## src/jcfg_pkg.sv

```systemverilog
/*
  jcfg_pkg: constants and types for the output configuration checker.
  assumes: rates are given as plain integers in Mbps and MSPS units.
*/
package jcfg_pkg;

  // quick configuration codes
  localparam logic [7:0] QC_N8_L1M1F1 = 8'h00;
  localparam logic [7:0] QC_N8_L1M1F2 = 8'h01;
  localparam logic [7:0] QC_N8_L2M1F1 = 8'h40;
  localparam logic [7:0] QC_N8_L2M1F2 = 8'h41;
  localparam logic [7:0] QC_N8_L2M1F4 = 8'h42;
  localparam logic [7:0] QC_N8_L4M1F1 = 8'h80;
  localparam logic [7:0] QC_N8_L4M1F2 = 8'h81;
  localparam logic [7:0] QC_N8_L1M2F2 = 8'h09;
  localparam logic [7:0] QC_N8_L2M2F1 = 8'h48;
  localparam logic [7:0] QC_N8_L2M2F2 = 8'h49;
  localparam logic [7:0] QC_N8_L4M2F1 = 8'h88;
  localparam logic [7:0] QC_N8_L4M2F2 = 8'h89;
  localparam logic [7:0] QC_N8_L4M2F4 = 8'h8a;
  localparam logic [7:0] QC_N8_L1M8F16 = 8'h1c;
  localparam logic [7:0] QC_N8_L2M8F8  = 8'h5b;
  localparam logic [7:0] QC_N16_L1M1F2 = 8'h01;

  // lane rate limits in Mbps
  localparam int unsigned LANE_MIN_MBPS  = 3125;
  localparam int unsigned LANE_MAX_MBPS  = 12500;
  localparam int unsigned LANE_FAST_MBPS = 6250;
  // sixteen-bit word lane rate factor for code 0x01
  localparam int unsigned N16_RATE_X     = 20;
  // lane rate factor is kept in tenths so 2.5 fits
  localparam int unsigned RATE_SCALE     = 10;

  // multiframe length limits
  localparam logic [5:0] K_MAX   = 6'h20;
  localparam logic [5:0] K_F1MIN = 6'h14;
  localparam logic [5:0] K_F2MIN = 6'h0c;
  localparam logic [5:0] K_F4MIN = 6'h08;
  localparam logic [5:0] K_F8MIN = 6'h04;

  // reset values
  localparam logic [4:0] RST_LANES = 5'h01;
  localparam logic [3:0] RST_CONVS = 4'h1;
  localparam logic [4:0] RST_OCTS  = 5'h01;

  typedef struct packed {
    logic [4:0]  lanes;
    logic [3:0]  convs;
    logic [4:0]  octets;
    logic [11:0] rate_x10;
    logic        known;
  } jcfg_map_s;

  typedef struct packed {
    logic        cfg_ok;
    logic        code_bad;
    logic        rate_bad;
    logic        k_bad;
    logic        lowrate_bad;
    logic        lowrate_want;
  } jcfg_stat_s;

  typedef enum logic [1:0] {
    JCFG_IDLE,
    JCFG_EVAL,
    JCFG_DONE
  } jcfg_state_e;

endpackage

```

## src/jcfg_decode.sv

```systemverilog
/*
  jcfg_decode: combinational quick configuration lookup.
  assumes: used inside jcfg_top, code and word mode are stable registers.
*/
`timescale 1ns/1ps
module jcfg_decode (
  // selection
  input  wire logic [7:0]             qcode,
  input  wire logic                   word16,
  // lookup result
  output jcfg_pkg::jcfg_map_s         map
);
  import jcfg_pkg::*;

  function automatic jcfg_map_s ent(input logic [4:0] l, input logic [3:0] m,
                                    input logic [4:0] f, input logic [11:0] r);
    jcfg_map_s e;
    e.lanes    = l;
    e.convs    = m;
    e.octets   = f;
    e.rate_x10 = r;
    e.known    = 1'b1;
    return e;
  endfunction

  always_comb begin
    map = '0;
    if (word16) begin
      // only the one sixteen-bit code is served here
      if (qcode == QC_N16_L1M1F2) begin
        map = ent(5'd1, 4'd1, 5'd2, 12'(N16_RATE_X * RATE_SCALE));
      end
    end else begin
      case (qcode)
        QC_N8_L1M1F1:  map = ent(5'd1, 4'd1, 5'd1, 12'd100);
        QC_N8_L1M1F2:  map = ent(5'd1, 4'd1, 5'd2, 12'd100);
        QC_N8_L2M1F1:  map = ent(5'd2, 4'd1, 5'd1, 12'd50);
        QC_N8_L2M1F2:  map = ent(5'd2, 4'd1, 5'd2, 12'd50);
        QC_N8_L2M1F4:  map = ent(5'd2, 4'd1, 5'd4, 12'd50);
        QC_N8_L4M1F1:  map = ent(5'd4, 4'd1, 5'd1, 12'd25);
        QC_N8_L4M1F2:  map = ent(5'd4, 4'd1, 5'd2, 12'd25);
        QC_N8_L1M2F2:  map = ent(5'd1, 4'd2, 5'd2, 12'd200);
        QC_N8_L2M2F1:  map = ent(5'd2, 4'd2, 5'd1, 12'd100);
        QC_N8_L2M2F2:  map = ent(5'd2, 4'd2, 5'd2, 12'd100);
        QC_N8_L4M2F1:  map = ent(5'd4, 4'd2, 5'd1, 12'd50);
        QC_N8_L4M2F2:  map = ent(5'd4, 4'd2, 5'd2, 12'd50);
        QC_N8_L4M2F4:  map = ent(5'd4, 4'd2, 5'd4, 12'd50);
        QC_N8_L1M8F16: map = ent(5'd1, 4'd8, 5'd16, 12'd1600);
        QC_N8_L2M8F8:  map = ent(5'd2, 4'd8, 5'd8, 12'd800);
        default:       map = '0;
      endcase
    end
  end
endmodule

```

## src/jcfg_top.sv

```systemverilog
/*
  jcfg_top: output configuration checker for the serial transmit link.
  assumes: inputs synchronous to sys_clk; software holds inputs stable
  while a check runs; the serial lanes themselves live elsewhere.
*/
// How it works
// - output sample rate is converter rate over chip decimation, lane rate scales from it.
// - lane rate must lie from 3.125 to 12.5 Gbps or the setting is refused.
// - one octet frames take K of 20..32 step 4, two octet frames K of 12..32 step 4.
// - four octet frames take K of 8..32 step 4, eight or sixteen octets K of 4..32 step 4.
// - code 0x1c is one lane eight converters sixteen octets, 0x5b two lanes eight octets.
// - code 0x49 is two lanes two converters two octets, 0x88 four lanes one octet.
// - in sixteen-bit words code 0x01 runs at twenty times the output sample rate.
`timescale 1ns/1ps
module jcfg_top #(
  parameter int unsigned RATE_W = 16
) (
  // clock and reset
  input  wire logic                 sys_clk,
  input  wire logic                 sys_rst,
  input  wire logic                 clk_en,
  // configuration
  input  wire logic                 start,
  input  wire logic [7:0]           qcode,
  input  wire logic                 word16,
  input  wire logic [RATE_W-1:0]    adc_msps,
  input  wire logic [4:0]           chip_dec,
  input  wire logic [5:0]           k_frames,
  input  wire logic                 lowrate_en,
  // results
  output logic                      done,
  output logic                      link_ok,
  output jcfg_pkg::jcfg_stat_s      stat,
  output logic [RATE_W-1:0]         fout_msps,
  output logic [RATE_W+3:0]         lane_mbps,
  output logic [4:0]                lanes,
  output logic [3:0]                convs,
  output logic [4:0]                octets
);
  import jcfg_pkg::*;

  // below ten bits the upper lane limit no longer fits the lane width
  if (RATE_W < 10 || RATE_W > 24) begin : g_bad_rate_w
    $error("jcfg_top: RATE_W out of range");
  end

  function automatic logic k_ok(input logic [4:0] f, input logic [5:0] k);
    logic [5:0] kmin;
    kmin = K_F8MIN;
    case (f)
      5'd1:    kmin = K_F1MIN;
      5'd2:    kmin = K_F2MIN;
      5'd4:    kmin = K_F4MIN;
      default: kmin = K_F8MIN;
    endcase
    return (k[1:0] == 2'b00) && (k >= kmin) && (k <= K_MAX);
  endfunction

  function automatic logic lane_lt(input logic [RATE_W+3:0] v, input int unsigned lim);
    return v < (RATE_W+4)'(lim);
  endfunction

  //////////////////////////////////////////////////////////////////////////////
  // lookup

  jcfg_map_s map;

  jcfg_decode u_dec (
    .qcode  (qcode),
    .word16 (word16),
    .map    (map)
  );

  //////////////////////////////////////////////////////////////////////////////
  // state

  // control group
  jcfg_state_e             state_reg, state_next;
  logic                    done_reg, done_next;
  // capture group, latched on the take
  logic [RATE_W-1:0]       fout_reg, fout_next;
  jcfg_map_s               map_reg, map_next;
  // result group, written while evaluating
  logic [RATE_W+3:0]       lane_reg, lane_next;
  jcfg_stat_s              stat_reg, stat_next;
  logic                    ok_reg, ok_next;

  // phase strobes of the control state
  logic                    take;
  logic                    eval;

  // divider is one cycle of combinational work; decimation is small
  logic [RATE_W-1:0]       fout_calc;
  logic [RATE_W+15:0]      lane_x10;
  logic [RATE_W+3:0]       lane_calc;
  logic                    fast;
  logic                    rate_fail;
  logic                    k_fail;
  logic                    lowrate_fail;

  //////////////////////////////////////////////////////////////////////////////
  // control

  always_comb begin
    state_next = state_reg;
    done_next  = 1'b0;
    take       = 1'b0;
    eval       = 1'b0;
    case (state_reg)
      JCFG_IDLE: begin
        if (start) begin
          take       = 1'b1;
          state_next = JCFG_EVAL;
        end
      end
      JCFG_EVAL: begin
        eval       = 1'b1;
        state_next = JCFG_DONE;
      end
      JCFG_DONE: begin
        done_next  = 1'b1;
        state_next = JCFG_IDLE;
      end
      default: begin
        state_next = JCFG_IDLE;
      end
    endcase
  end

  always_ff @(posedge sys_clk or posedge sys_rst) begin
    if (sys_rst) begin
      state_reg <= JCFG_IDLE;
      done_reg  <= 1'b0;
    end else if (clk_en) begin
      state_reg <= state_next;
      done_reg  <= done_next;
    end
  end

  //////////////////////////////////////////////////////////////////////////////
  // capture

  always_comb begin
    // rate inputs and code are taken together with start
    fout_calc = (chip_dec == 5'd0) ? '0 : adc_msps / RATE_W'(chip_dec);
    fout_next = fout_reg;
    map_next  = map_reg;
    if (take) begin
      fout_next = fout_calc;
      map_next  = map;
    end
  end

  always_ff @(posedge sys_clk or posedge sys_rst) begin
    if (sys_rst) begin
      fout_reg <= '0;
      map_reg  <= '{lanes: RST_LANES, convs: RST_CONVS, octets: RST_OCTS,
                    rate_x10: 12'h000, known: 1'b0};
    end else if (clk_en) begin
      fout_reg <= fout_next;
      map_reg  <= map_next;
    end
  end

  //////////////////////////////////////////////////////////////////////////////
  // results

  always_comb begin
    lane_x10     = (RATE_W+16)'(fout_reg) * (RATE_W+16)'(map_reg.rate_x10);
    lane_calc    = (RATE_W+4)'(lane_x10 / (RATE_W+16)'(RATE_SCALE));
    fast         = !lane_lt(lane_calc, LANE_FAST_MBPS);
    rate_fail    = lane_lt(lane_calc, LANE_MIN_MBPS) ||
                   !lane_lt(lane_calc, LANE_MAX_MBPS + 1);
    // k and the low rate bit are sampled one edge after the take
    k_fail       = !k_ok(map_reg.octets, k_frames);
    lowrate_fail = fast && lowrate_en;

    lane_next = lane_reg;
    stat_next = stat_reg;
    ok_next   = ok_reg;
    // a stale pass must not outlive the start of a new check
    if (take) begin
      ok_next = 1'b0;
    end
    if (eval) begin
      lane_next              = lane_calc;
      stat_next.code_bad     = !map_reg.known;
      stat_next.rate_bad     = rate_fail;
      stat_next.k_bad        = k_fail;
      stat_next.lowrate_want = !fast;
      stat_next.lowrate_bad  = lowrate_fail;
      stat_next.cfg_ok       = map_reg.known && !rate_fail &&
                               !k_fail && !lowrate_fail;
      ok_next                = stat_next.cfg_ok;
    end
  end

  always_ff @(posedge sys_clk or posedge sys_rst) begin
    if (sys_rst) begin
      lane_reg <= '0;
      stat_reg <= '0;
      ok_reg   <= 1'b0;
    end else if (clk_en) begin
      lane_reg <= lane_next;
      stat_reg <= stat_next;
      ok_reg   <= ok_next;
    end
  end

  //////////////////////////////////////////////////////////////////////////////
  // outputs, all straight from flops

  assign done      = done_reg;
  assign link_ok   = ok_reg;
  assign stat      = stat_reg;
  assign fout_msps = fout_reg;
  assign lane_mbps = lane_reg;
  assign lanes     = map_reg.lanes;
  assign convs     = map_reg.convs;
  assign octets    = map_reg.octets;
endmodule

```

## config.mk

```make
export PLATFORM = sky130hd
export DESIGN_NAME = jcfg_top
export DESIGN_NICKNAME = d
export VERILOG_FILES = /design/src/jcfg_pkg.sv /design/src/jcfg_decode.sv /design/src/jcfg_top.sv
export SDC_FILE = /design/constraint.sdc
export NUM_CORES = 1
export LEC_CHECK = 0
export CAP_MARGIN = 20
export CELL_PAD_IN_SITES_DETAIL_PLACEMENT = 0
export CELL_PAD_IN_SITES_GLOBAL_PLACEMENT = 1
export CORE_MARGIN = 5
export CORE_UTILIZATION = 51
export CTS_BUF_LIST = sky130_fd_sc_hd__clkbuf_8
export CTS_CLUSTER_SIZE = 24
export DETAILED_ROUTE_END_ITERATION = 7
export DONT_BUFFER_PORTS = 1
export GPL_ROUTABILITY_DRIVEN = 0
export HOLD_SLACK_MARGIN = 0.06
export PLACE_DENSITY_LB_ADDON = 0.15
export SLEW_MARGIN = 0
export SYNTH_ARGS = -nofsm -noshare
export SYNTH_HDL_FRONTEND = slang
export SYNTH_SLANG_ARGS = --single-unit
```

## constraint.sdc

```tcl
create_clock -name sys_clk -period 15.4 [get_ports sys_clk]
set_clock_uncertainty 0.15 [all_clocks]
set_input_delay 1.54 -clock sys_clk [delete_from_list [all_inputs] [get_ports sys_clk]]
set_output_delay 1.54 -clock sys_clk [all_outputs]
set_load 0.02 [all_outputs]
```

==> results.toml, run 1 <==
[floorplanning]
fp-row-count = 67
fp.dieH_um = 194
dieArea_sq_mm = 0.0378
die_w_um = 194
design.core.area_sq_mm = 0.0335
ioPinCount = 99
initial_core_util = 0.517

[global_routing]
grt_pass1_wl_um = 84700
antenna_found_initial = 0
overflow = 0
grt_pass1_vias = 17400
grt_max_degree = 67
global_route.usage.total = 0.260

[synthesis]
yosysSeqAreaShare = 0.0955
synth_xor_area_frac = 0.0373
synth-simple-area-share = 0.227
synthesis.area_sq_mm = 0.0173
synth_compound_area_frac = 0.266
netlist.area_leader.share = 0.147
yosys.area.top_type = "fa_1"
synth_edf_count = 0
ys_warn_count = 0
synth_top_family_by_area = "compound AO/OA/AOI/OAI gates"
netlist-cell-type-count = 127
synth_top_flop_cell = "dfrtp_1"
synth_area_per_cell_sq_um = 7.88
synth_cells = 2199
ys_async_sr_fraction = 1.00
synthTopCellsByArea = "fa_1 15%, ha_1 11%, dfrtp_1 9.1%"
ys_ff_latch = 66
synthAdderAreaFrac = 0.258
muxShareOfSynthArea = 0.0394

[clocking]
path_clk_slew_ns = 0.11
numClockSinks = 66
cts_hold_buf = 0
clk_latency_ns = 0.38
htree_levels = 3
root_buffer = "clkbuf_8"
cts_tree = "built"
cts.path.max_buffers = 2
cts_buffers = 9

[timing]
finalWorstSetupSlack_ns = -9.72
fmax_mhz = 39.8
drv_slew = 0
slew_headroom = 0.233
hold_violations = 0
worst_slew_pin_slew_ns = 1.15
rsz0062_at_grt = "yes"
finalCritPeriodShare = 1.63
hold_slack_ns = 0.326
min_period_ns = 25.12
setup_viol = 6

[place]
place_ws_ns = -9.89
portBuffers = 0
dpl.hpwl_um = 38900

[detailed_routing]
drtAntennaViolNets = 0
drtIter0Drc = 1058
drc_errors = 0
vias = 17800
dr.pass1.iters = 5
avgViaCountPerCell = 5.95
drt_wl_total_um = 52600
wire_per_inst_um = 17.6

[worst_setup_path]
r2r_slack_ns = 0.53
endpoint_kind = "flop"
critical_path_buf_inv_count = 15
critical_path.top_delay_family = "compound AO/OA/AOI/OAI gates"
crit_arrival_ns = 25.24
crit_fanout = 6
slowest_stage = "or4_4"
r2r_end = "stat[3]"
crit_path_start_kind = "primary input"
cp.required_ns = 15.52
ff2ff_path_depth = 54
critPathMostFrequentCell = "o21a_1"
slowest_delay_ns = 0.56
path_class = "primary input to flop"
timing.rr.start = "map_reg[6]"

[worst_hold_path]
hold_path_end = "done"
worst_hold_startpoint = "state_reg[0]"
hold_depth = 1
hp-class = "flop to flop"

[final_layout]
multiInputGateArea_sq_mm = 0.0150
layout_common_cells = "444 x buf_4, 250 x nand2_1, 188 x inv_1, 142 x ha_1, 131 x nor2_1"
final_common_cell = "buf_4"
fin_util = 0.646
n_antenna_cell = 0
area_growth_pct = 25.0
drive_gt1_frac = 0.279
nNetsFinal = 2858
seq_area_sq_mm = 0.00166
num-fill-cells = 2908
largest_reg_flops = 20

[run]
max_cap_violations = 0

[outcome]
status = "finished with violations"
violations = "negative setup slack"
-- worst reg2reg max path: cells and delay by family, from the launching register on --
kind,cells,cell delay [ns]
adders and majority gates,7,3.30
muxes,2,0.66
DFF,1,0.55
AOI/OAI and AO/OA,21,5.51
and+or+nand+nor,15,3.52
buffers and inverters,9,1.09
-- stage by stage --
step / setup TNS, ns / cell area, sq um / cells
5_1_grt: -39.92 / 21700 / 2992
3_5_place_dp: -34.25 / 19600 / 2797
2_1_floorplan: -33.72 / 17600 / 2201
4_1_cts: -26.23 / 20900 / 2939
3_3_place_gp: -29.97 / 19600 / 2797
6_report: -33.33 / 21700 / 2992
-- logic make-up (layout without fill, tap and decap cells) --
logic type	count (synthesis)	count (layout)
and+or+nand+nor	788	788
AOI/OAI and AO/OA	607	608
muxes	63	63
other	1	3
xor gates and xnor gates	72	72
DFF	66	66
adders and majority gates	281	281
buffers and inverters	321	663
-- cells in the mapped netlist (all sizes together), types with 26 or more instances --
cell type,instances
a211oi,33
a21oi,97
a31oi,26
and2,98
buf,50
clkbuf,79
dfrtp,63
fa,127
ha,151
inv,191
mux2,32
mux2i,31
nand2,255
nand3,50
nor2,148
nor3,88
o211ai,26
o21a,62
o21ai,134
xnor2,50
-- worst max path at each step --
stage	from	end	cells after the start
3_5_place_dp	chip_dec[2]	fout_msps[0]	135
5_1_grt	chip_dec[2]	fout_msps[0]	136
2_1_floorplan	chip_dec[0]	fout_msps[0]	147
6_report	chip_dec[2]	fout_msps[0]	141
4_1_cts	chip_dec[1]	fout_msps[0]	138
3_3_place_gp	chip_dec[2]	fout_msps[0]	135
-- what timing repair did --
| action | CTS | global route |
|---|---|---|
| setup buffers | 127 | 53 |
| gates resized for setup | 39 | 81 |
| gates cloned | 0 | 1 |
| endpoints found under the setup margin | 7 | 13 |
| hold endpoints to repair | 0 | 0 |
| pin swaps | 34 | 50 |
-- final cells by class --
| cell class | instances | share of cell area |
|---|---|---|
| clock buffer | 9 | 0.00572 |
| clock inverter | 7 | 0.00381 |
| multi-input combinational | 1815 | 0.695 |
| sequential | 66 | 0.0768 |
| inverter | 192 | 0.0335 |
| timing repair buffer | 455 | 0.160 |
| tap | 448 | 0.0259 |
-- metal layers --
layer | wire length, um | GRT usage | up-vias
li1 | - | - | 8546
met1 | 22500 | 0.333 | 8696
met2 | 26500 | 0.464 | 478
met3 | 2350 | 0.0329 | 94
met4 | 1230 | 0.0685 | 0
met5 | 0 | 0 | -
Power of run 1 is not shown: default switching activity piles up to over one toggle a cycle in this logic, so the estimate is an artifact.
==> run 2: changes to the inputs <==
Settings changed: ABC_CLOCK_PERIOD_IN_PS set to 24200, GPL_TIMING_DRIVEN set to 0.
Clock period 15.4 ns to 24.2 ns, I/O delays scaled along.
==> results.toml, run 2 (synthesized netlist as in run 1, its figures left out) <==
[worst_setup_path]
path_class = "primary input to flop"
endpoint_kind = "flop"
slowest_delay_ns = 0.39
cp.required_ns = 24.31
slowest_stage = "a2111o_1"
critPathMostFrequentCell = "buf_4"
crit_fanout = 6
crit_arrival_ns = 26.66
crit_path_start_kind = "primary input"

[final_layout]
n_antenna_cell = 0
largest_reg_flops = 20
num-fill-cells = 2994
final_common_cell = "nand2_1"
nNetsFinal = 2740
layout_common_cells = "247 x nand2_1, 223 x buf_4, 186 x inv_1, 136 x ha_1"
final_area_sq_mm = 0.0205
area_growth_pct = 18.1
drive_gt1_frac = 0.206

[floorplanning]
fp-row-count = 67
die_w_um = 194
dieArea_sq_mm = 0.0378
fp.dieH_um = 194
initial_core_util = 0.517
design.core.area_sq_mm = 0.0335
ioPinCount = 99

[clocking]
cts_buffers = 9
cts.path.max_buffers = 2
cts_tree = "built"
cts_hold_buf = 0
clk_latency_ns = 0.40
numClockSinks = 66
path_clk_slew_ns = 0.09
root_buffer = "clkbuf_8"
htree_levels = 3

[timing]
setup_viol = 2
hold_violations = 0
rsz0062_at_grt = "yes"
finalWorstSetupSlack_ns = -2.35
finalCritPeriodShare = 1.10
slew_headroom = 0.173
finalSetupTns_ns = -3.51
min_period_ns = 26.55
drv_slew = 0
worst_slew_pin_slew_ns = 1.23
fmax_mhz = 37.7

[detailed_routing]
drtAntennaViolNets = 0
avgViaCountPerCell = 6.05
vias = 17400
dr.pass1.iters = 6
wire_per_inst_um = 18.5
drtIter0Drc = 1120
drt_wl_total_um = 53100
drc_errors = 0

[global_routing]
antenna_found_initial = 0
overflow = 0
grt_pass1_vias = 17000
global_route.usage.total = 0.264
grt_pass1_wl_um = 85100
grt_max_degree = 67

[place]
place_ws_ns = -5.33
dpl.hpwl_um = 38900
post_dp_cell_area_sq_mm = 0.0181
portBuffers = 0

[outcome]
status = "finished with violations"
violations = "negative setup slack"

[worst_hold_path]
hp-class = "flop to flop"

[run]
max_cap_violations = 0
==> run 2: cell count changes in the layout (fill, tap and decap cells not counted), sizes merged <==
cell	previous run	this run
buf	455	261
inv	193	192
clkbuf	9	86
clkinvlp	3	4
o31ai	26	25
==> run 2: per-stage QoR <==
stage / util / hold WS, ns / cells
CTS: 0.593 / 0.357 / 2833
finish: 0.610 / 0.360 / 2874
global placement: 0.541 / 0.312 / 2649
floorplan: - / 0.299 / 2201
global route: 0.610 / 0.387 / 2874
detailed placement: 0.541 / 0.335 / 2649
==> run 2: routing by layer <==
layer / global-route usage / vias up / share of wire
li1: - / 8316 / -
met1: 0.338 / 8498 / 0.43
met2: 0.477 / 477 / 0.50
met3: 0.0324 / 98 / 0.044
met4: 0.0643 / 0 / 0.026
met5: 0 / - / 0
==> run 2: worst paths after layout <==
path,start,end,slack [ns],cells past startpoint
max,chip_dec[2],fout_msps[0],-2.35,152
min in group asynchronous,sys_rst,state_reg[1],1.91,1
min,map_reg[0],map_reg[0],0.36,1
max reg2reg,octets[3],link_ok,7.55,53
min reg2reg,map_reg[0],map_reg[0],0.36,1
max in group asynchronous,sys_rst,fout_msps[12],21.42,1
==> run 2: timing repair <==
item	in CTS	in global routing
setup endpoints to repair	3	3
pin swaps	72	97
buffers inserted	168	45
gates resized for setup	57	47
==> run 2: area by class of cell <==
type	instances	area [sq um]	area share
plain buffers	129	706	0.0345
clock buffers	9	124	0.00605
clock inverters	7	82.6	0.00404
inverters	192	731	0.0357
multi-input cells	1814	15000	0.734
flip-flops and latches	66	1660	0.0809
well taps	448	561	0.0274
repair buffers	209	1590	0.0778
==> run 2: critical path: cells and delay by family <==
kind | cells | cell delay [ns]
AO/OA/AOI/OAI | 58 | 9.12
adder cells (fa/ha/maj) | 14 | 3.82
buffers and inverters | 39 | 5.09
multiplexers | 2 | 0.60
AND/OR/NAND/NOR | 39 | 5.55
Power of run 2 is left out for the same reason.
